File: src/hcs_cfg.svh
// constants for the home and coordinate setup block: object indices, resets, field codes
// assumes it is included by its bare name
`ifndef HCS_CFG_SVH
`define HCS_CFG_SVH
`define HCS_IDX_ABS_PERMIT 16'h4148
`define HCS_IDX_ROT_DIR 16'h41c2
`define HCS_IDX_WRAP_EN 16'h41c7
`define HCS_IDX_WRAP_RANGE 16'h41c9
`define HCS_IDX_WRAP_RATIO 16'h41cb
`define HCS_IDX_WRAP_OFFS 16'h41cc
`define HCS_IDX_WRAP_ZCNT 16'h41cd
`define HCS_IDX_MECH_SEL 16'h47f0
`define HCS_IDX_GEAR 16'h47f1
`define HCS_IDX_CGEN_SEL 16'h47f2
`define HCS_IDX_LIMIT_SEL 16'h47f3
`define HCS_IDX_PROT_SEL 16'h47f4
`define HCS_IDX_JOG_SEL 16'h47f5
`define HCS_IDX_HOME_OFFS 16'h607c
`define HCS_RST_ABS_PERMIT 8'h00
`define HCS_RST_ROT_DIR 8'h01
`define HCS_RST_WRAP_EN 8'h01
`define HCS_RST_WRAP_RANGE 32'h0000000a
`define HCS_RST_WRAP_RATIO 16'h1388
`define HCS_RST_WRAP_OFFS 32'h00000000
`define HCS_RST_WRAP_ZCNT 16'h0001
`define HCS_RST_MECH_SEL 8'h01
`define HCS_RST_GEAR 16'h0000
`define HCS_RST_CGEN_SEL 8'h00
`define HCS_RST_LIMIT_SEL 8'h00
`define HCS_RST_PROT_SEL 8'h00
`define HCS_RST_JOG_SEL 8'h00
`define HCS_RST_HOME_OFFS 32'h00000000
`define HCS_GEAR_MAX 16'h7fff
`define HCS_ROT_BIT_CW 0
`define HCS_ROT_BIT_DRV 1
`endif

File: src/hcs_pkg.sv
// types for the home and coordinate setup block
// assumes hcs_cfg.svh is compiled alongside
package hcs_pkg;
   typedef enum logic [2:0] {
      HCS_UNSET = 3'b001,
      HCS_HOMING = 3'b010,
      HCS_SET = 3'b100
   } hcs_coord_t;
   typedef struct packed {
      logic [7:0] abs_permit;
      logic [7:0] rot_dir;
      logic [7:0] wrap_en;
      logic [31:0] wrap_range;
      logic [15:0] wrap_ratio;
      logic [31:0] wrap_offs;
      logic [15:0] wrap_zcnt;
      logic [7:0] mech_sel;
      logic [15:0] gear;
      logic [7:0] cgen_sel;
      logic [7:0] limit_sel;
      logic [7:0] prot_sel;
      logic [7:0] jog_sel;
      logic [31:0] home_offs;
   } hcs_regs_t;
endpackage : hcs_pkg

File: src/hcs_src_if.sv
// carries the sensor-versus-manual source choices from the latch to the top
// assumes one clock domain
`timescale 1ns/1ps
`default_nettype none
interface hcs_src_if;
   logic [4:0] live_sel;
   logic [4:0] power_sel;
   modport latch (input live_sel, output power_sel);
   modport user (output live_sel, input power_sel);
endinterface : hcs_src_if
`default_nettype wire

File: src/hcs_src_latch.sv
// latches the five parameter source selectors when control power comes on
// assumes i_power_on is a one-cycle pulse synchronous to i_clock
`timescale 1ns/1ps
`default_nettype none
module hcs_src_latch
   import hcs_pkg::*;
(
   input wire logic i_clock,
   input wire logic i_resetn,
   input wire logic i_power_on,
   hcs_src_if.latch src
);
   typedef struct packed {
      logic [4:0] sel;
   } hcs_latch_t;
   hcs_latch_t state;
   hcs_latch_t next_state;
   // reset value matches the selector resets: only mechanism defaults to manual
   always_comb begin
      next_state = state;
      if (i_power_on) begin
         next_state.sel = src.live_sel;
      end
   end
   always_ff @(posedge i_clock) begin
      if (!i_resetn) begin
         state.sel <= 5'h01;
      end else begin
         state <= next_state;
      end
   end
   assign src.power_sel = state.sel;
endmodule : hcs_src_latch
`default_nettype wire

File: src/hcs_top.sv
// home and coordinate setup: object store, home preset, coordinates-valid tracking
// assumes a fieldbus front end that presents one object write or read per cycle
//
// Summary of operation
// - preset loads command and feedback with offset
// - home offset signed 32-bit, reset zero
// - absolute move unset only if permit one
// - homing completion also sets the home
// - motion centred on home once set
// - unset at shipment, resolution change after a nonzero-offset preset, clear, homing
// - mechanism selector reset one, needs power cycle
// - gear zero disables, else ratio hundredths
// - coordinate selector one takes manual wrap values
// - limit selector zero applies sensor limits
// - protection selector zero applies sensor protection
// - jog selector one takes manual homing values
// - rotation direction codes, reset clockwise
// - wrap range tenths rev, ratio hundredths percent
// - wrap zero pulse count per range settable
// - coordinates valid once home is set
// - wrap enable zero off one on, reset one
`include "hcs_cfg.svh"
`timescale 1ns/1ps
`default_nettype none
module hcs_top
   import hcs_pkg::*;
(
   input wire logic i_clock,
   input wire logic i_resetn,
   input wire logic i_power_on,
   input wire logic i_obj_wr,
   input wire logic i_obj_rd,
   input wire logic [15:0] i_obj_index,
   input wire logic [31:0] i_obj_wdata,
   input wire logic i_preset,
   input wire logic i_preset_clear,
   input wire logic i_homing_start,
   input wire logic i_homing_done,
   input wire logic i_resolution_change,
   input wire logic i_abs_move_req,
   input wire logic [31:0] i_feedback_pos,
   output logic [31:0] o_obj_rdata,
   output logic o_obj_ack,
   output logic o_obj_err,
   output logic o_coords_valid_out,
   output logic o_abs_move_grant,
   output logic o_pos_load,
   output logic [31:0] o_command_pos,
   output logic [31:0] o_feedback_pos,
   output logic [31:0] o_home_pos,
   output logic o_dir_cw,
   output logic o_dir_drv_param,
   output logic o_gear_enable,
   output logic [14:0] o_gear_ratio,
   output logic o_wrap_enable,
   output logic o_wrap_manual,
   output logic [31:0] o_wrap_range,
   output logic [15:0] o_wrap_ratio,
   output logic [31:0] o_wrap_offset,
   output logic [15:0] o_wrap_zero_count,
   output logic o_mech_manual,
   output logic o_limit_from_sensor,
   output logic o_protect_from_sensor,
   output logic o_jog_homing_manual
);
   // ************************************************
   // state
   // ************************************************
   typedef struct packed {
      hcs_regs_t regs;
      hcs_coord_t coord;
      logic offs_nonzero;
      logic [31:0] rdata;
      logic ack;
      logic err;
      logic grant;
      logic load;
      logic [31:0] cmd_pos;
      logic [31:0] fb_pos;
      logic [31:0] home_pos;
      logic valid;
      logic gear_en;
   } hcs_state_t;
   hcs_state_t state;
   hcs_state_t next_state;
   hcs_src_if src();
   hcs_src_latch u_src_latch (
      .i_clock(i_clock),
      .i_resetn(i_resetn),
      .i_power_on(i_power_on),
      .src(src.latch)
   );
   // live selector bits: mech, coord-gen, limit, protect, jog
   assign src.live_sel = {state.regs.jog_sel[0], state.regs.prot_sel[0],
      state.regs.limit_sel[0], state.regs.cgen_sel[0], state.regs.mech_sel[0]};
   // ************************************************
   // next state
   // ************************************************
   always_comb begin
      next_state = state;
      next_state.ack = 1'b0;
      next_state.err = 1'b0;
      next_state.load = 1'b0;
      if (i_obj_wr) begin
         next_state.ack = 1'b1;
         unique case (i_obj_index)
            `HCS_IDX_ABS_PERMIT: begin
               next_state.err = (i_obj_wdata > 32'h1);
               if (i_obj_wdata <= 32'h1) next_state.regs.abs_permit = i_obj_wdata[7:0];
            end
            `HCS_IDX_ROT_DIR: begin
               next_state.err = (i_obj_wdata > 32'h3);
               if (i_obj_wdata <= 32'h3) next_state.regs.rot_dir = i_obj_wdata[7:0];
            end
            `HCS_IDX_WRAP_EN: begin
               next_state.err = (i_obj_wdata > 32'h1);
               if (i_obj_wdata <= 32'h1) next_state.regs.wrap_en = i_obj_wdata[7:0];
            end
            `HCS_IDX_WRAP_RANGE: next_state.regs.wrap_range = i_obj_wdata;
            `HCS_IDX_WRAP_RATIO: next_state.regs.wrap_ratio = i_obj_wdata[15:0];
            `HCS_IDX_WRAP_OFFS: next_state.regs.wrap_offs = i_obj_wdata;
            `HCS_IDX_WRAP_ZCNT: next_state.regs.wrap_zcnt = i_obj_wdata[15:0];
            `HCS_IDX_MECH_SEL: begin
               next_state.err = (i_obj_wdata > 32'h1);
               if (i_obj_wdata <= 32'h1) next_state.regs.mech_sel = i_obj_wdata[7:0];
            end
            `HCS_IDX_GEAR: begin
               next_state.err = (i_obj_wdata > {16'h0, `HCS_GEAR_MAX});
               if (i_obj_wdata <= {16'h0, `HCS_GEAR_MAX}) begin
                  next_state.regs.gear = i_obj_wdata[15:0];
               end
            end
            `HCS_IDX_CGEN_SEL: begin
               next_state.err = (i_obj_wdata > 32'h1);
               if (i_obj_wdata <= 32'h1) next_state.regs.cgen_sel = i_obj_wdata[7:0];
            end
            `HCS_IDX_LIMIT_SEL: begin
               next_state.err = (i_obj_wdata > 32'h1);
               if (i_obj_wdata <= 32'h1) next_state.regs.limit_sel = i_obj_wdata[7:0];
            end
            `HCS_IDX_PROT_SEL: begin
               next_state.err = (i_obj_wdata > 32'h1);
               if (i_obj_wdata <= 32'h1) next_state.regs.prot_sel = i_obj_wdata[7:0];
            end
            `HCS_IDX_JOG_SEL: begin
               next_state.err = (i_obj_wdata > 32'h1);
               if (i_obj_wdata <= 32'h1) next_state.regs.jog_sel = i_obj_wdata[7:0];
            end
            `HCS_IDX_HOME_OFFS: next_state.regs.home_offs = i_obj_wdata;
            default: next_state.err = 1'b1;
         endcase
      end else if (i_obj_rd) begin
         next_state.ack = 1'b1;
         next_state.rdata = 32'h0;
         unique case (i_obj_index)
            `HCS_IDX_ABS_PERMIT: next_state.rdata = {24'h0, state.regs.abs_permit};
            `HCS_IDX_ROT_DIR: next_state.rdata = {24'h0, state.regs.rot_dir};
            `HCS_IDX_WRAP_EN: next_state.rdata = {24'h0, state.regs.wrap_en};
            `HCS_IDX_WRAP_RANGE: next_state.rdata = state.regs.wrap_range;
            `HCS_IDX_WRAP_RATIO: next_state.rdata = {16'h0, state.regs.wrap_ratio};
            `HCS_IDX_WRAP_OFFS: next_state.rdata = state.regs.wrap_offs;
            `HCS_IDX_WRAP_ZCNT: next_state.rdata = {16'h0, state.regs.wrap_zcnt};
            `HCS_IDX_MECH_SEL: next_state.rdata = {24'h0, state.regs.mech_sel};
            `HCS_IDX_GEAR: next_state.rdata = {16'h0, state.regs.gear};
            `HCS_IDX_CGEN_SEL: next_state.rdata = {24'h0, state.regs.cgen_sel};
            `HCS_IDX_LIMIT_SEL: next_state.rdata = {24'h0, state.regs.limit_sel};
            `HCS_IDX_PROT_SEL: next_state.rdata = {24'h0, state.regs.prot_sel};
            `HCS_IDX_JOG_SEL: next_state.rdata = {24'h0, state.regs.jog_sel};
            `HCS_IDX_HOME_OFFS: next_state.rdata = state.regs.home_offs;
            default: next_state.err = 1'b1;
         endcase
      end
      // coordinate state; homing start has priority since coords are unset throughout
      unique case (state.coord)
         HCS_UNSET, HCS_SET: begin
            if (i_homing_start) begin
               next_state.coord = HCS_HOMING;
            end else if (i_preset) begin
               next_state.coord = HCS_SET;
               next_state.load = 1'b1;
               next_state.cmd_pos = state.regs.home_offs;
               next_state.fb_pos = state.regs.home_offs;
               next_state.home_pos = i_feedback_pos;
               next_state.offs_nonzero = (state.regs.home_offs != 32'h0);
            end else if (i_preset_clear) begin
               next_state.coord = HCS_UNSET;
            end else if (i_resolution_change && state.offs_nonzero) begin
               next_state.coord = HCS_UNSET;
            end
         end
         HCS_HOMING: begin
            if (i_homing_done) begin
               next_state.coord = HCS_SET;
               next_state.home_pos = i_feedback_pos;
               next_state.offs_nonzero = 1'b0;
            end
         end
         default: next_state.coord = HCS_UNSET;
      endcase
      // flags registered from next values so the outputs come straight from flops
      next_state.valid = (next_state.coord == HCS_SET);
      next_state.gear_en = (next_state.regs.gear != 16'h0);
      // gating uses the registered state, so grant lags the request by one cycle
      next_state.grant = i_abs_move_req &&
         ((state.coord == HCS_SET) || (state.regs.abs_permit == 8'h01));
   end
   // ************************************************
   // registers
   // ************************************************
   always_ff @(posedge i_clock) begin
      if (!i_resetn) begin
         state.regs.abs_permit <= `HCS_RST_ABS_PERMIT;
         state.regs.rot_dir <= `HCS_RST_ROT_DIR;
         state.regs.wrap_en <= `HCS_RST_WRAP_EN;
         state.regs.wrap_range <= `HCS_RST_WRAP_RANGE;
         state.regs.wrap_ratio <= `HCS_RST_WRAP_RATIO;
         state.regs.wrap_offs <= `HCS_RST_WRAP_OFFS;
         state.regs.wrap_zcnt <= `HCS_RST_WRAP_ZCNT;
         state.regs.mech_sel <= `HCS_RST_MECH_SEL;
         state.regs.gear <= `HCS_RST_GEAR;
         state.regs.cgen_sel <= `HCS_RST_CGEN_SEL;
         state.regs.limit_sel <= `HCS_RST_LIMIT_SEL;
         state.regs.prot_sel <= `HCS_RST_PROT_SEL;
         state.regs.jog_sel <= `HCS_RST_JOG_SEL;
         state.regs.home_offs <= `HCS_RST_HOME_OFFS;
         state.coord <= HCS_UNSET;
         state.offs_nonzero <= 1'b0;
         state.rdata <= 32'h0;
         state.ack <= 1'b0;
         state.err <= 1'b0;
         state.grant <= 1'b0;
         state.load <= 1'b0;
         state.cmd_pos <= 32'h0;
         state.fb_pos <= 32'h0;
         state.home_pos <= 32'h0;
         state.valid <= 1'b0;
         state.gear_en <= 1'b0;
      end else begin
         state <= next_state;
      end
   end
   // ************************************************
   // outputs
   // ************************************************
   // selector outputs use the power-up copy, so writes wait for a power cycle
   assign o_obj_rdata = state.rdata;
   assign o_obj_ack = state.ack;
   assign o_obj_err = state.err;
   assign o_coords_valid_out = state.valid;
   assign o_abs_move_grant = state.grant;
   assign o_pos_load = state.load;
   assign o_command_pos = state.cmd_pos;
   assign o_feedback_pos = state.fb_pos;
   assign o_home_pos = state.home_pos;
   assign o_dir_cw = state.regs.rot_dir[`HCS_ROT_BIT_CW];
   assign o_dir_drv_param = state.regs.rot_dir[`HCS_ROT_BIT_DRV];
   assign o_gear_enable = state.gear_en;
   assign o_gear_ratio = state.regs.gear[14:0];
   assign o_wrap_enable = state.regs.wrap_en[0];
   assign o_wrap_manual = src.power_sel[1];
   assign o_wrap_range = state.regs.wrap_range;
   assign o_wrap_ratio = state.regs.wrap_ratio;
   assign o_wrap_offset = state.regs.wrap_offs;
   assign o_wrap_zero_count = state.regs.wrap_zcnt;
   assign o_mech_manual = src.power_sel[0];
   assign o_limit_from_sensor = !src.power_sel[2];
   assign o_protect_from_sensor = !src.power_sel[3];
   assign o_jog_homing_manual = src.power_sel[4];
endmodule : hcs_top
`default_nettype wire

File: config.mk
export PLATFORM = sky130hd
export DESIGN_NAME = hcs_top
export DESIGN_NICKNAME = d
export VERILOG_FILES = /design/src/hcs_pkg.sv /design/src/hcs_src_if.sv /design/src/hcs_src_latch.sv /design/src/hcs_top.sv
export VERILOG_INCLUDE_DIRS = /design/src
export SDC_FILE = /design/constraint.sdc
export NUM_CORES = 1
export LEC_CHECK = 0
export ABC_AREA = 1
export BUFFER_PORTS_ARGS = -buffer_cell sky130_fd_sc_hd__buf_2
export CAP_MARGIN = 20
export CORE_MARGIN = 5
export CORE_UTILIZATION = 49
export DETAILED_ROUTE_END_ITERATION = 12
export HOLD_SLACK_MARGIN = 0.12
export PLACE_DENSITY = 0.82
export SYNTH_ARGS = -nofsm -noshare
export SYNTH_HDL_FRONTEND = slang
export SYNTH_HIERARCHICAL = 1
export SYNTH_SLANG_ARGS = --single-unit
File: constraint.sdc
create_clock -name i_clock -period 1.7 [get_ports i_clock]
set_input_delay 0.255 -clock i_clock [delete_from_list [all_inputs] [get_ports i_clock]]
set_output_delay 0.255 -clock i_clock [all_outputs]
set_load 0.1 [all_outputs]
* Word-level counts from Yosys, hierarchy flattened
Cells that the tools add are included.
Cells by class: add/sub/neg operators 0, $mul 0, divide/modulo/power cells 0, magnitude comparators 6, equal/unequal tests 22, shifts and indexed selects 0, multiplexer cells 30, bitwise gates (word level) 4, reductions and logical operators 29
Operator list (number):
- $pmux W32 S14 | 1
- $eq A16 B15 Y1 const B | 14
- $mux W97 | 1
- $mux W32 | 3
- $mux W80 | 1
- $mux W8 | 8
- $pmux W32 S2 | 1
- $gt A32 B1 Y1 const B | 1
- $gt A32 B15 Y1 const B | 1
- $gt A32 B2 Y1 const B | 1
- $le A32 B1 Y1 const B | 1
- $le A32 B15 Y1 const B | 1
- $le A32 B2 Y1 const B | 1
- $mux W16 | 2
- $reduce_bool A32 Y1 | 1
- $reduce_and A3 Y1 | 9
- $reduce_bool A16 Y1 | 1
- $reduce_or A14 Y1 | 1
- $mux W3 | 4
- $reduce_and A2 Y1 | 6
- $eq A8 B1 Y1 const B | 1
- $reduce_or A7 Y1 | 1
- $eq A3 B3 Y1 const B | 2
- $ne A2 B2 Y1 const B | 3
- other kinds (17) | 25
Word-level totals: register bits after elaboration 319, bits in latches 0, memory bits (writable) 0, ROM bits 0, logic and storage cells 117, memories kept 0

* Depth between registers and ports, before layout
depth in word-level cells 7, gate-level depth with buffers 16, gate-level depth less buffers 15

* Cells and area by module
The synthesis kept the hierarchy.
By module, submodules not included:
- hcs_top | instances 1, cells an instance 2000, area each 15123.3 um^2
- hcs_src_latch | instances 1, cells an instance 30, area each 212.7 um^2

* Worst setup path before layout
OpenSTA, ideal clock, no wires.
path type input to register, start input port i_obj_index[14], end register state (netlist bit o_gear_enable), library setup time 128 ps, arrival 1526 ps, setup slack 46 ps, stages 14, cells stage by stage inv_1 > nor2_4 > nand2_1 > nor2_4 > nand2_4 > nor2_8 > nand2_4 > buf_6 > nand2_1 > nand3_1 > nor2_1 > nand2_1 > nor2_1 > nor2_1
Between the ends: longest elaborated chain between the ends 4
RTL lines:
- start: declaration | line hcs_top.sv:33 | input wire logic [15:0] i_obj_index,
- $eq A16 B15 Y1 | line hcs_top.sv:106 | unique case (i_obj_index)
- $mux W16 | line hcs_top.sv:106
- $mux W80 | line hcs_top.sv:104 | if (i_obj_wr) begin
- $reduce_bool A16 Y1 | line hcs_top.sv:202 | next_state.gear_en = (next_state.regs.gear != 16'h0);
- end: declaration | line hcs_top.sv:84 | hcs_state_t state;
Every way passes these cells. A chain may end at the register's enable or synchronous reset.

* Worst setup path in the final report
start register state[154] (netlist name), end register state[134] (netlist name)
Between the ends: longest elaborated chain between the ends 4
RTL lines:
- $reduce_bool A32 Y1 | line hcs_top.sv:184 | next_state.offs_nonzero = (state.regs.home_offs != 32'h0);
- $mux W1 | line hcs_top.sv:178 | end else if (i_preset) begin
- $mux W1 | line hcs_top.sv:176 | if (i_homing_start) begin
- $pmux W1 S2 | line hcs_top.sv:174 | unique case (state.coord)
Every way passes these cells. The select of a mux whose other input is x is not followed.

==> results.cfg <==
[cts]
clk_transition_reported_paths_ps = 60
cts.root.buffer_cell = clkbuf_16
clkSinkCount = 319
clock_path_buffers = 3
tritoncts.num_buffers = 35
htreeDepth = 2
cts_tree = done
clock_latency_ps = 530

[placed_design]
place_area_mm2 = 0.0168
globalplace.congestion = 1.01
place_ws_ps = -442
hpwl_mm = 38.3
port_buffers = 343

[floorplan]
initial_core_util_pct = 49.9
io_pins = 344
die_area_mm2 = 0.0349
rows = 64
dieHeight_um = 187
core_area_mm2 = 0.0307
die_w_um = 187

[layout]
stdcell_area_mm2 = 0.0186
area_delta_synth_final_pct = 21.2
fin_nets = 2378
insertedDiodeCount = 0
drive_gt1_share_pct = 30.1

[synthesis]
synthArstFlopShare_pct = 0
ys_seq_elements = 319
synth.distinct_cells = 42
synth_top_area_share_pct = 41.6
postSynthAreaPerCell_um2 = 7.55
synth_fp_nets = 2121
synth_edf_count = 0
ys.flop_type = dfxtp_1
synthCells = 2030
yosys.cell_count.top_type = nand2_1
synth_warnings = 6
ys_top_cells_by_count = nand2_1 (336), dfxtp_1 (319), buf_4 (242)
ys_top_cells_by_area = dfxtp_1 (42%), buf_4 (12%), nand2_1 (8.2%), a21oi_1 (5.5%), nand3_1 (5.2%)
ys_seq_area_share_pct = 41.6
synth_largest_area_cell = dfxtp_1
syn_area_mm2 = 0.0153

[sta]
tns_ps = -45.5
fmax_mhz = 576
worstMarginPinSlew_ps = 592
slew_headroom_pct = 60.8
post-route-period-util_pct = 102
maxSlewViolCount = 0
finalClockSkew_ps = 18.6
period_needed_ps = 1740
rsz0062_at_grt = true
fin_ws_ps = -35.5
hold_viol_final = 0
holdWs_ps = 149
finalSetupViolCount = 5

[critical_path]
end_kind = flop
cpPeakStageDelay_ps = 460
crit_arrival_ps = 2130
worstSetupPathType = flop to flop
cp-start-kind = flop
reg2reg_depth = 5
cpMaxStageDelayCell = nor4_1
crit_chain = nor4_1 > nand4_1 > o31ai_2 > buf_4 > a21oi_2
crit_fanout = 2
path_delay_family = simple AND/OR/NAND/NOR gates
critPathRequiredTime_ps = 2100
cp_num_buf_inv = 1
worstSetupPathDepth = 5

[drt]
vias_per_cell = 5.59
via_count = 15100
ant_nets = 0
drc = 0
wl_per_cell_um = 19.9
dr.pass1.iters = 5
wirelength_mm = 53.8
drt_iter0_markers = 1620

[status]
outcome = complete, but fails checks
violations = negative setup slack

[grt]
grt_pass1_vias = 14300
antenna_found_initial = 0
grt_overflow = 0
grt_usage_pct = 27.9
grt_max_degree = 76
grt_pass1_wl_mm = 79.1

[pwr]
p_leak_nw = 8.44
pwr_density_cell_mw_per_mm2 = 1180
ir_drop_mv = 0.724

[run]
drv_cap = 0

[hold_path]
hold_path.class = input pin to flop
hold_depth = 4
[power by group]
part	switching [mW]	internal, mW	total (mW)
clock network	3.11	4.34	7.45
logic	5.19	1.26	6.45
registers	0.256	7.85	8.11
total	8.56	13.5	22.0
[registers in the layout (all words and copies together) (netlist names), 5 cells and up]
| name | flops |
|---|---|
| u_src_latch/src.power_sel | 5 |
| o_wrap_range | 32 |
| o_obj_rdata | 32 |
| o_wrap_ratio | 16 |
| src.live_sel | 5 |
| o_feedback_pos | 32 |
| state | 93 |
| o_wrap_offset | 32 |
| o_home_pos | 32 |
| o_gear_ratio | 15 |
| o_wrap_zero_count | 16 |
[worst paths after layout]
kind	to	start	slack [ps]
max	state[134]	state[154]	-40
min	state[155]	i_obj_wdata[17]	150
max reg2reg	state[134]	state[154]	-40
min reg2reg	state[196]	state[196]	440
[layout by cell type, fill, tap and decap left out, drive strengths merged, types with 5 or more instances in the layout]
cell type,synthesis,final
nand2,352,352
o221ai,16,16
clkbuf,59,53
o21ai,93,93
nor2,226,226
a211oi,64,64
inv,181,183
nor4,5,5
o21a,8,8
nor3,20,20
nand4,24,24
nand3,164,164
a21oi,170,170
o211ai,12,12
dfxtp,319,319
buf,282,514
o22ai,19,19
dlygate4sd3,0,43
clkinv,3,10
nor3b,6,6
[worst reg2reg max path, delay by kind of cell (launching register included)]
family / cells / cell delay (ps)
buf+inv: 1 / 170
simple gates: 2 / 750
compound gates: 2 / 370
flops: 1 / 310
[cell type report]
| type | instances | area (um^2) |
|---|---|---|
| inverters | 184 | 697 |
| fillers | 2623 | 12200 |
| repair buffers | 561 | 3870 |
| well taps | 396 | 495 |
| flip-flops and latches | 319 | 6390 |
| multi-input cells | 1186 | 6030 |
| clock inverters | 11 | 124 |
| clock buffers | 49 | 980 |
[metal layers]
metal	vias to the layer above	track usage, %	wire length [um]
met2	974	46.7	25200
li1	6946	-	-
met1	7033	34.4	20100
met3	173	5.62	5630
met4	0	14.1	2940
met5	-	0	0
[timing repair]
action,4_1_cts,5_1_grt
resized for setup,6,19
hold buffers,43,0
buffers inserted,0,8
pin swaps,2,5
setup endpoints to repair,2,72
cloned,0,6
hold endpoints to repair,48,0
[metrics by stage]
stage | power, mW | utilization [%] | std cells
CTS | 21.5 | 59.6 | 2692
floorplan | 13.4 | - | 2030
detailed placement | 14.0 | 54.6 | 2589
global route | 22.6 | 60.4 | 2706
finish | 22.0 | 60.4 | 2706
global placement | 13.9 | 54.6 | 2589
[cells by family after synthesis]
group | count (synthesis) | synth area share (%)
buffers and inverters | 525 | 19.4
AOI/OAI and AO/OA | 385 | 15.6
DFF | 319 | 41.6
and+or+nand+nor | 801 | 23.4
No activity file was read; power rests on OpenSTA's default activity.
